[src/rtl/tcm_pkg.sv]
/*
 Constants for the tandem monitor defect logic: register map, reset values,
 overhead byte fields and frame counts. Assumes one clock domain.
*/
package tcm_pkg;
    localparam logic [7:0] ADDR_CTRL = 8'h00;
    localparam logic [7:0] ADDR_DEG_CFG = 8'h04;
    localparam logic [7:0] ADDR_STATUS = 8'h08;
    localparam logic [7:0] ADDR_PM = 8'h0C;
    localparam logic [7:0] CTRL_RESET = 8'h00;
    localparam int CTRL_SUP_BIT = 0;
    localparam int CTRL_TRACE_CHECK_DISABLE_BIT = 1;
    localparam int CTRL_SSF_REP_BIT = 2;
    localparam int CTRL_RDI_REP_BIT = 3;
    localparam int CTRL_ODI_REP_BIT = 4;
    localparam int CTRL_AIS_REP_BIT = 5;
    localparam logic [15:0] DEG_THR_RESET = 16'h0000_0001;
    localparam logic [3:0] DEG_M_RESET = 4'h0003;
    localparam logic [3:0] IEC_ALARM_CODE = 4'h000E;
    localparam logic [7:0] UNEQ_CODE = 8'h0000;
    localparam logic [11:0] MF_PATTERN = 12'h0FFE;
    localparam int MF_LEN = 76;
    localparam logic [6:0] RDI_PHASE = 7'h0043;
    localparam logic [6:0] ODI_PHASE = 7'h0044;
    localparam logic [2:0] FILT_FRAMES = 3'h0005;
endpackage

[src/rtl/tcm_monitor.sv]
/*
 Tandem monitor defect detection, correlation and per-second accounting,
 with an AHB-Lite register slave. Assumes frame_start, overhead byte, parity
 count, trace mismatch and one_second come from logic on clk.
*/
// Register access over AHB-Lite and the address map are this design's own decisions.
// Operation
// - Tandem loss follows out-of-multiframe state
// - Trace mismatch raised and cleared within 1 s
// - Trace mismatch held off during server fail
// - Disable bit in the control register blocks trace mismatch
// - Quality drop from parity violation counts
// - Remote defect filtered from recovered bit
// - Outgoing defect filtered the same way
// - Alarm raised after five alarm-code frames
// - Alarm cleared after five other-code frames
// - Only code 1110 means alarm present
// - Trail fail and degrade from defects
// - Tandem loss report gating
// - Trace mismatch report gating
// - Quality drop report gating
// - Unequipped and server fail report gating
// - Remote defect report gating
// - Outgoing defect report gating
// - Incoming alarm report gating
// - Per-second defect seconds and block totals
// - Two bad words lose, one good regains
// - Search and check alignment pattern
// - Errored block when parity and code differ
// - Unequipped after five zero bytes, five clear
`timescale 1ns/10ps
module tcm_monitor #(
    parameter int PM_WIDTH = 16
) (
    input wire logic clk,
    input wire logic rst,
    input wire logic hsel,
    input wire logic [7:0] haddr,
    input wire logic [1:0] htrans,
    input wire logic hwrite,
    input wire logic [2:0] hsize,
    input wire logic [31:0] hwdata,
    input wire logic hready,
    output logic hreadyout,
    output logic hresp,
    output logic [31:0] hrdata,
    input wire logic frame_start,
    input wire logic [7:0] tandem_overhead_byte,
    input wire logic [3:0] parity_error_count,
    input wire logic trace_mismatch_raw,
    input wire logic server_signal_fail_in,
    input wire logic one_second,
    output logic trail_signal_fail,
    output logic trail_signal_degrade,
    output logic reported_unequipped,
    output logic reported_tandem_loss,
    output logic reported_trace_mismatch,
    output logic reported_quality_drop,
    output logic reported_server_fail,
    output logic reported_remote_defect,
    output logic reported_outgoing_defect,
    output logic reported_incoming_alarm,
    output logic near_defect_second,
    output logic far_defect_second,
    output logic [PM_WIDTH-1:0] near_errored_block_count
);
    import tcm_pkg::*;

    // Count field in the PM word is 16 bits wide
    if (PM_WIDTH < 4 || PM_WIDTH > 16) begin : g_bad_width
        $error("PM_WIDTH must be 4 to 16");
    end

    ////////////////////////////////////////////////////////////////////////
    // Register slave, zero wait states
    logic [7:0] ctrl_reg;
    logic [15:0] deg_thr_reg;
    logic [3:0] deg_m_reg;
    logic wr_pend_reg;
    logic [7:0] wr_addr_reg;
    logic supervision_on;
    logic trace_check_disable;
    logic tandem_loss_defect;
    logic trace_mismatch_defect;
    logic quality_drop_defect;
    logic remote_defect;
    logic outgoing_defect;
    logic incoming_alarm_defect;
    logic unequipped_defect;

    assign hreadyout = 1'b1;
    assign hresp = 1'b0;
    assign supervision_on = ctrl_reg[CTRL_SUP_BIT];
    assign trace_check_disable = ctrl_reg[CTRL_TRACE_CHECK_DISABLE_BIT];

    always_ff @(posedge clk) begin
        if (rst) begin
            wr_pend_reg <= 1'b0;
            wr_addr_reg <= 8'h0000;
        end else begin
            wr_pend_reg <= hsel && hready && htrans[1] && hwrite;
            wr_addr_reg <= haddr;
        end
    end

    always_ff @(posedge clk) begin
        if (rst) begin
            ctrl_reg <= CTRL_RESET;
            deg_thr_reg <= DEG_THR_RESET;
            deg_m_reg <= DEG_M_RESET;
        end else if (wr_pend_reg) begin
            case (wr_addr_reg)
                ADDR_CTRL: ctrl_reg <= hwdata[7:0];
                ADDR_DEG_CFG: begin
                    deg_thr_reg <= hwdata[15:0];
                    deg_m_reg <= hwdata[19:16];
                end
                default: ;
            endcase
        end
    end

    // Read data registered in the address phase, so it stands in the data phase
    always_ff @(posedge clk) begin
        if (rst) begin
            hrdata <= 32'h0000_0000;
        end else if (hsel && hready && htrans[1] && !hwrite) begin
            case (haddr)
                ADDR_CTRL: hrdata <= {24'h00_0000, ctrl_reg};
                ADDR_DEG_CFG: hrdata <= {12'h000, deg_m_reg, deg_thr_reg};
                ADDR_STATUS: hrdata <= {23'h00_0000, trail_signal_degrade,
                    trail_signal_fail, unequipped_defect, incoming_alarm_defect,
                    outgoing_defect, remote_defect, quality_drop_defect,
                    trace_mismatch_defect, tandem_loss_defect};
                ADDR_PM: hrdata <= {14'h0000, far_defect_second, near_defect_second,
                    16'(near_errored_block_count)};
                default: hrdata <= 32'h0000_0000;
            endcase
        end
    end

    ////////////////////////////////////////////////////////////////////////
    // Multiframe alignment on bits 7 and 8
    logic [9:0] mf_hist_reg;
    logic [6:0] mf_phase_reg;
    logic [6:0] cur_phase;
    logic oom_reg;
    logic mf_err_reg;
    logic mf_match;

    assign mf_match = ({mf_hist_reg, tandem_overhead_byte[1:0]} == MF_PATTERN);
    assign cur_phase = (mf_phase_reg == 7'(MF_LEN - 1)) ? 7'h0000 : mf_phase_reg + 7'h0001;

    always_ff @(posedge clk) begin
        if (rst) begin
            mf_hist_reg <= 10'h0000;
            mf_phase_reg <= 7'h0000;
            oom_reg <= 1'b1;
            mf_err_reg <= 1'b0;
        end else if (frame_start) begin
            mf_hist_reg <= {mf_hist_reg[7:0], tandem_overhead_byte[1:0]};
            if (oom_reg) begin
                if (mf_match) begin
                    oom_reg <= 1'b0;
                    mf_phase_reg <= 7'h0000;
                    mf_err_reg <= 1'b0;
                end
            end else begin
                mf_phase_reg <= cur_phase;
                if (cur_phase == 7'h0000) begin
                    if (mf_match) begin
                        mf_err_reg <= 1'b0;
                    end else if (mf_err_reg) begin
                        oom_reg <= 1'b1;
                    end else begin
                        mf_err_reg <= 1'b1;
                    end
                end
            end
        end
    end

    assign tandem_loss_defect = oom_reg;

    ////////////////////////////////////////////////////////////////////////
    // Five-strobe persistence filters: unequipped, alarm per frame; remote, outgoing per multiframe
    logic [3:0] filt_in;
    logic [3:0] filt_stb;
    logic [3:0] filt_state;

    assign filt_in = {tandem_overhead_byte[1], tandem_overhead_byte[0],
        tandem_overhead_byte[7:4] == IEC_ALARM_CODE,
        tandem_overhead_byte == UNEQ_CODE};
    // Remote and outgoing bits only count once per multiframe while aligned
    assign filt_stb = {frame_start && !oom_reg && cur_phase == ODI_PHASE,
        frame_start && !oom_reg && cur_phase == RDI_PHASE,
        frame_start, frame_start};

    generate
        for (genvar i = 0; i < 4; i++) begin : g_filt
            logic [2:0] cnt_reg;
            logic state_reg;
            always_ff @(posedge clk) begin
                if (rst) begin
                    cnt_reg <= 3'h0000;
                    state_reg <= 1'b0;
                end else if (filt_stb[i]) begin
                    if (filt_in[i] == state_reg) begin
                        cnt_reg <= 3'h0000;
                    end else if (cnt_reg == FILT_FRAMES - 3'h0001) begin
                        cnt_reg <= 3'h0000;
                        state_reg <= filt_in[i];
                    end else begin
                        cnt_reg <= cnt_reg + 3'h0001;
                    end
                end
            end
            assign filt_state[i] = state_reg;
        end
    endgenerate

    assign unequipped_defect = filt_state[0];
    assign incoming_alarm_defect = filt_state[1];
    assign remote_defect = filt_state[2];
    assign outgoing_defect = filt_state[3];

    ////////////////////////////////////////////////////////////////////////
    // Trace mismatch, sampled each frame: latency far below one second
    logic tim_reg;

    always_ff @(posedge clk) begin
        if (rst) begin
            tim_reg <= 1'b0;
        end else if (server_signal_fail_in || trace_check_disable) begin
            tim_reg <= 1'b0;
        end else if (frame_start) begin
            tim_reg <= trace_mismatch_raw;
        end
    end

    assign trace_mismatch_defect = tim_reg;

    ////////////////////////////////////////////////////////////////////////
    // Errored blocks and degrade: bad second at threshold, M seconds to flip
    logic block_err;
    logic [15:0] sec_blocks_reg;
    logic [3:0] deg_cnt_reg;
    logic deg_reg;
    logic bad_second;

    assign block_err = frame_start && (parity_error_count != tandem_overhead_byte[7:4]);
    assign bad_second = (sec_blocks_reg >= deg_thr_reg);

    always_ff @(posedge clk) begin
        if (rst) begin
            sec_blocks_reg <= 16'h0000;
        end else if (one_second) begin
            sec_blocks_reg <= {15'h0000, block_err};
        end else if (block_err && sec_blocks_reg != 16'hFFFF) begin
            sec_blocks_reg <= sec_blocks_reg + 16'h0001;
        end
    end

    always_ff @(posedge clk) begin
        if (rst) begin
            deg_cnt_reg <= 4'h0000;
            deg_reg <= 1'b0;
        end else if (one_second) begin
            if (bad_second == deg_reg) begin
                deg_cnt_reg <= 4'h0000;
            end else if (deg_cnt_reg + 4'h0001 >= deg_m_reg) begin
                deg_cnt_reg <= 4'h0000;
                deg_reg <= bad_second;
            end else begin
                deg_cnt_reg <= deg_cnt_reg + 4'h0001;
            end
        end
    end

    assign quality_drop_defect = deg_reg;

    ////////////////////////////////////////////////////////////////////////
    // Consequent actions and correlations, registered
    logic tsf_comb;

    assign tsf_comb = server_signal_fail_in || unequipped_defect ||
        trace_mismatch_defect || tandem_loss_defect;

    always_ff @(posedge clk) begin
        if (rst) begin
            trail_signal_fail <= 1'b0;
            trail_signal_degrade <= 1'b0;
        end else begin
            trail_signal_fail <= tsf_comb;
            trail_signal_degrade <= quality_drop_defect;
        end
    end

    always_ff @(posedge clk) begin
        if (rst || !supervision_on) begin
            reported_unequipped <= 1'b0;
            reported_tandem_loss <= 1'b0;
            reported_trace_mismatch <= 1'b0;
            reported_quality_drop <= 1'b0;
            reported_server_fail <= 1'b0;
            reported_remote_defect <= 1'b0;
            reported_outgoing_defect <= 1'b0;
            reported_incoming_alarm <= 1'b0;
        end else begin
            reported_unequipped <= unequipped_defect;
            reported_tandem_loss <= !unequipped_defect && !server_signal_fail_in &&
                tandem_loss_defect;
            reported_trace_mismatch <= !unequipped_defect && !tandem_loss_defect &&
                trace_mismatch_defect;
            reported_quality_drop <= !trace_mismatch_defect && !tandem_loss_defect &&
                quality_drop_defect;
            reported_server_fail <= server_signal_fail_in &&
                ctrl_reg[CTRL_SSF_REP_BIT];
            reported_remote_defect <= !unequipped_defect && !trace_mismatch_defect &&
                !tandem_loss_defect && remote_defect && ctrl_reg[CTRL_RDI_REP_BIT];
            reported_outgoing_defect <= !unequipped_defect && !trace_mismatch_defect &&
                !tandem_loss_defect && outgoing_defect && ctrl_reg[CTRL_ODI_REP_BIT];
            reported_incoming_alarm <= incoming_alarm_defect && !server_signal_fail_in &&
                !tandem_loss_defect && !trace_mismatch_defect &&
                ctrl_reg[CTRL_AIS_REP_BIT];
        end
    end

    ////////////////////////////////////////////////////////////////////////
    // Per-second accounting; an event in the closing cycle lands in the new second
    logic near_seen_reg;
    logic far_seen_reg;
    logic [PM_WIDTH-1:0] ebc_acc_reg;

    always_ff @(posedge clk) begin
        if (rst) begin
            near_seen_reg <= 1'b0;
            far_seen_reg <= 1'b0;
            ebc_acc_reg <= '0;
            near_defect_second <= 1'b0;
            far_defect_second <= 1'b0;
            near_errored_block_count <= '0;
        end else if (one_second) begin
            near_defect_second <= near_seen_reg;
            far_defect_second <= far_seen_reg;
            near_errored_block_count <= ebc_acc_reg;
            near_seen_reg <= tsf_comb;
            far_seen_reg <= remote_defect;
            ebc_acc_reg <= {{(PM_WIDTH - 1){1'b0}}, block_err};
        end else begin
            near_seen_reg <= near_seen_reg || tsf_comb;
            far_seen_reg <= far_seen_reg || remote_defect;
            if (block_err && !(&ebc_acc_reg)) begin
                ebc_acc_reg <= ebc_acc_reg + 1'b1;
            end
        end
    end
endmodule

[config.mk]
export PLATFORM = sky130hd
export DESIGN_NAME = tcm_monitor
export DESIGN_NICKNAME = d
export VERILOG_FILES = /design/src/rtl/tcm_pkg.sv /design/src/rtl/tcm_monitor.sv
export SDC_FILE = /design/constraint.sdc
export NUM_CORES = 1
export LEC_CHECK = 0
export BUFFER_PORTS_ARGS = -buffer_cell sky130_fd_sc_hd__buf_2
export CORE_AREA = 2 2 115 117
export CTS_CLUSTER_DIAMETER = 50
export DETAILED_ROUTE_END_ITERATION = 12
export DIE_AREA = 0 0 117 119
export GPL_TIMING_DRIVEN = 0
export PLACE_DENSITY = 0.95
export SETUP_SLACK_MARGIN = 0.02
export SYNTH_ARGS = -nofsm -noshare
export SYNTH_HDL_FRONTEND = slang
export SYNTH_SLANG_ARGS = --single-unit
[constraint.sdc]
create_clock -name clk -period 6.22 [get_ports clk]
set_clock_uncertainty 0.2 [all_clocks]
set_input_delay 0.311 -clock clk [delete_from_list [all_inputs] [get_ports clk]]
set_output_delay 0.311 -clock clk [all_outputs]
set_load 0.005 [all_outputs]
==> metrics.yaml <==
cts_buffers: 17
drc: 0
cts-resized-gates: 0
n_antenna_cell: 0
critical_path.reg2reg.startpoint: "deg_cnt_reg[2]"
antenna_left: 0
layout_commonest_cell: "dfxtp_1"
drt-total-wl_mm: 21.0
synth_edf_count: 0
largest_reg_flops: 20
synth_area_leaders: "dfxtp_1, mux2i_1, nor2_1, ha_1, a21oi_1"
ys_async_sr_fraction_pct: 0
tightest_slew_ns: 0.865
dominantRegCellSynth: "dfxtp_1"
powerDensity_nw_per_um2: 245
gr-total-overflow: 0
fmax_ghz: 0.355
coreArea_sq_um: 12900
area_growth_pct: 21.6
final_util_pct: 70.8
hp-class: "input pin to flop"
clkSlewWorstSetupHoldPaths_ns: 0.06
clockRootBuffer: "clkbuf_16"
endpoint_kind: "flop"
final-setup-viol-count: 0
post_dp_cell_area_sq_um: 8240
nNetsFinal: 1092
hold_end: "tim_reg"
min_path_cells: 3
drive_above_1_share_pct: 15.9
mostFrequentLayoutCells: "dfxtp_1, nor2_1, buf_2, mux2i_1, nand2_1"
boundaryPins: 128
grt_max_degree: 17
maxSlewHeadroom_pct: 42.3
required_ns: 6.39
dieHeight_microns: 119
r2r_setup_slack_ns: 3.41
ys_ff_latch: 160
cts.sinks: 160
grt_pass1_wl_mm: 33.6
vias: 6952
p_total_mw: 2.24
postSynthAreaPerCell_sq_um: 8.97
clk_path_buf_depth: 2
ir_drop_mv: 0.192
fin_crit_sh_pct: 45.3
dp_hpwl_mm: 14.4
drt-pass1-iter-count: 6
final_cells: 1179
ys_seq_area_share_pct: 42.7
final_area_sq_um: 9120
syn_area_sq_um: 7500
cp.arrival_ns: 2.99
synth_cell_types: 70
regMostFlops: "hrdata"
drt_iter0_drc: 652
die_w_microns: 117
netlist_instances: 836
min_period_ns: 2.81
critPathKind: "flop to flop"
synth.largest_area_cell: "dfxtp_1"
via_per_inst: 5.90
yosys_warnings: 0
grt_pass1_vias: 6810
postCtsHoldBufs: 30
clkLatencyLatePin_ns: 0.43
hold_violations: 0
grt_antenna_before_repair: 0
io_buffers: 95
critPathLaunchType: "flop"
initial_utilization_pct: 58.3
maxSlewViolCount: 0
finalSetupTns_ns: 0
gp_congestion: 0.885
maxCapViolations: 0
num_rows: 42
dp.cells: 1119
reg2reg_depth: 9
cts.htree.levels: 4
grt_util_all_layers_pct: 31.2
worstPathMaxFanout: 6
cts_setup_buffers: 0
synth_top_area_share_pct: 42.7
rsz0062_at_grt: "false"
drt-wirelength-per-cell_microns: 17.8
die_area_sq_um: 13900
worstHoldStart: "trace_mismatch_raw"
reg2reg_to: "deg_cnt_reg[0]"
status: "finished clean"
leakagePower_nw: 3.96
tritoncts: "built"
[final cells by class]
class	instances	area, sq um
buffer	54	262
clock buffer	23	468
clock inverter	7	110
fill	902	3750
inverter	44	165
multi-input combinational	590	3920
sequential	160	3200
tap	176	220
timing repair buffer	125	776
[cells by family (layout without fill, tap and decap cells)]
kind of cell / after synthesis / in the layout / synth area share [%]
mux: 72 / 72 / 9.66
xor+xnor: 34 / 34 / 3.97
simple gates: 318 / 318 / 21.1
buf+inv: 98 / 253 / 5.69
flops: 160 / 160 / 42.7
compound gates: 118 / 118 / 11.1
other cells: 2 / 14 / 0.100
fa+ha+maj: 34 / 34 / 5.67
[Yosys cell counts, drive strengths merged, types with 12 or more instances]
cell type and number:
nand3 26, xnor2 18, ha 34, xor2 16
nand2 47, a22oi 12, mux2i 69, a21oi 36
clkbuf 28, nor3 17, o21ai 24, dfxtp 160
nor2 139, and3 13, inv 44, nand4 13
buf 26
[layer usage]
layer	global-route usage, %	routed length (microns)	vias to the layer above
met2	51.4	10100	379
li1	-	-	3207
met5	0	0	-
met1	36.2	8080	3286
met3	10.3	1940	80
met4	14.9	901	0
[power by group]
part / switching (mW) / total [mW] / internal, mW / leakage (nW)
clock: 0.401 / 1.05 / 0.645 / 0.287
sequential: 0.00958 / 1.05 / 1.04 / 1.29
combinational: 0.0817 / 0.143 / 0.0617 / 2.38
total: 0.493 / 2.24 / 1.74 / 3.96
[stage by stage]
stage	hold slack [ns]	setup WS, ns
6_report	0.00367	3.41
5_1_grt	0.0228	3.10
4_1_cts	0.00328	3.42
3_5_place_dp	0.252	3.44
3_3_place_gp	0.249	3.51
2_1_floorplan	0.190	3.78
[critical path, stage by stage, from the launching register on]
cell       delay (ns)
dfxtp_1          0.42
nand3_1          0.13
xnor2_1          0.23
ha_1             0.29
a21oi_1          0.14
inv_1            0.07
a2111oi_1        0.67
nand2_1          0.11
mux2i_1          0.30
mux2_2           0.21
[worst max-delay path by stage]
stage	from	end	slack (ns)
after floorplan	deg_cnt_reg[2]	deg_cnt_reg[0]	3.78
after global placement	deg_cnt_reg[2]	deg_cnt_reg[0]	3.51
after detailed placement	deg_cnt_reg[2]	deg_cnt_reg[0]	3.44
after CTS	deg_cnt_reg[2]	deg_cnt_reg[0]	3.42
after global routing	deg_cnt_reg[2]	deg_cnt_reg[0]	3.10
final	deg_cnt_reg[2]	deg_cnt_reg[0]	3.41
(Power assumes the default switching activity.)
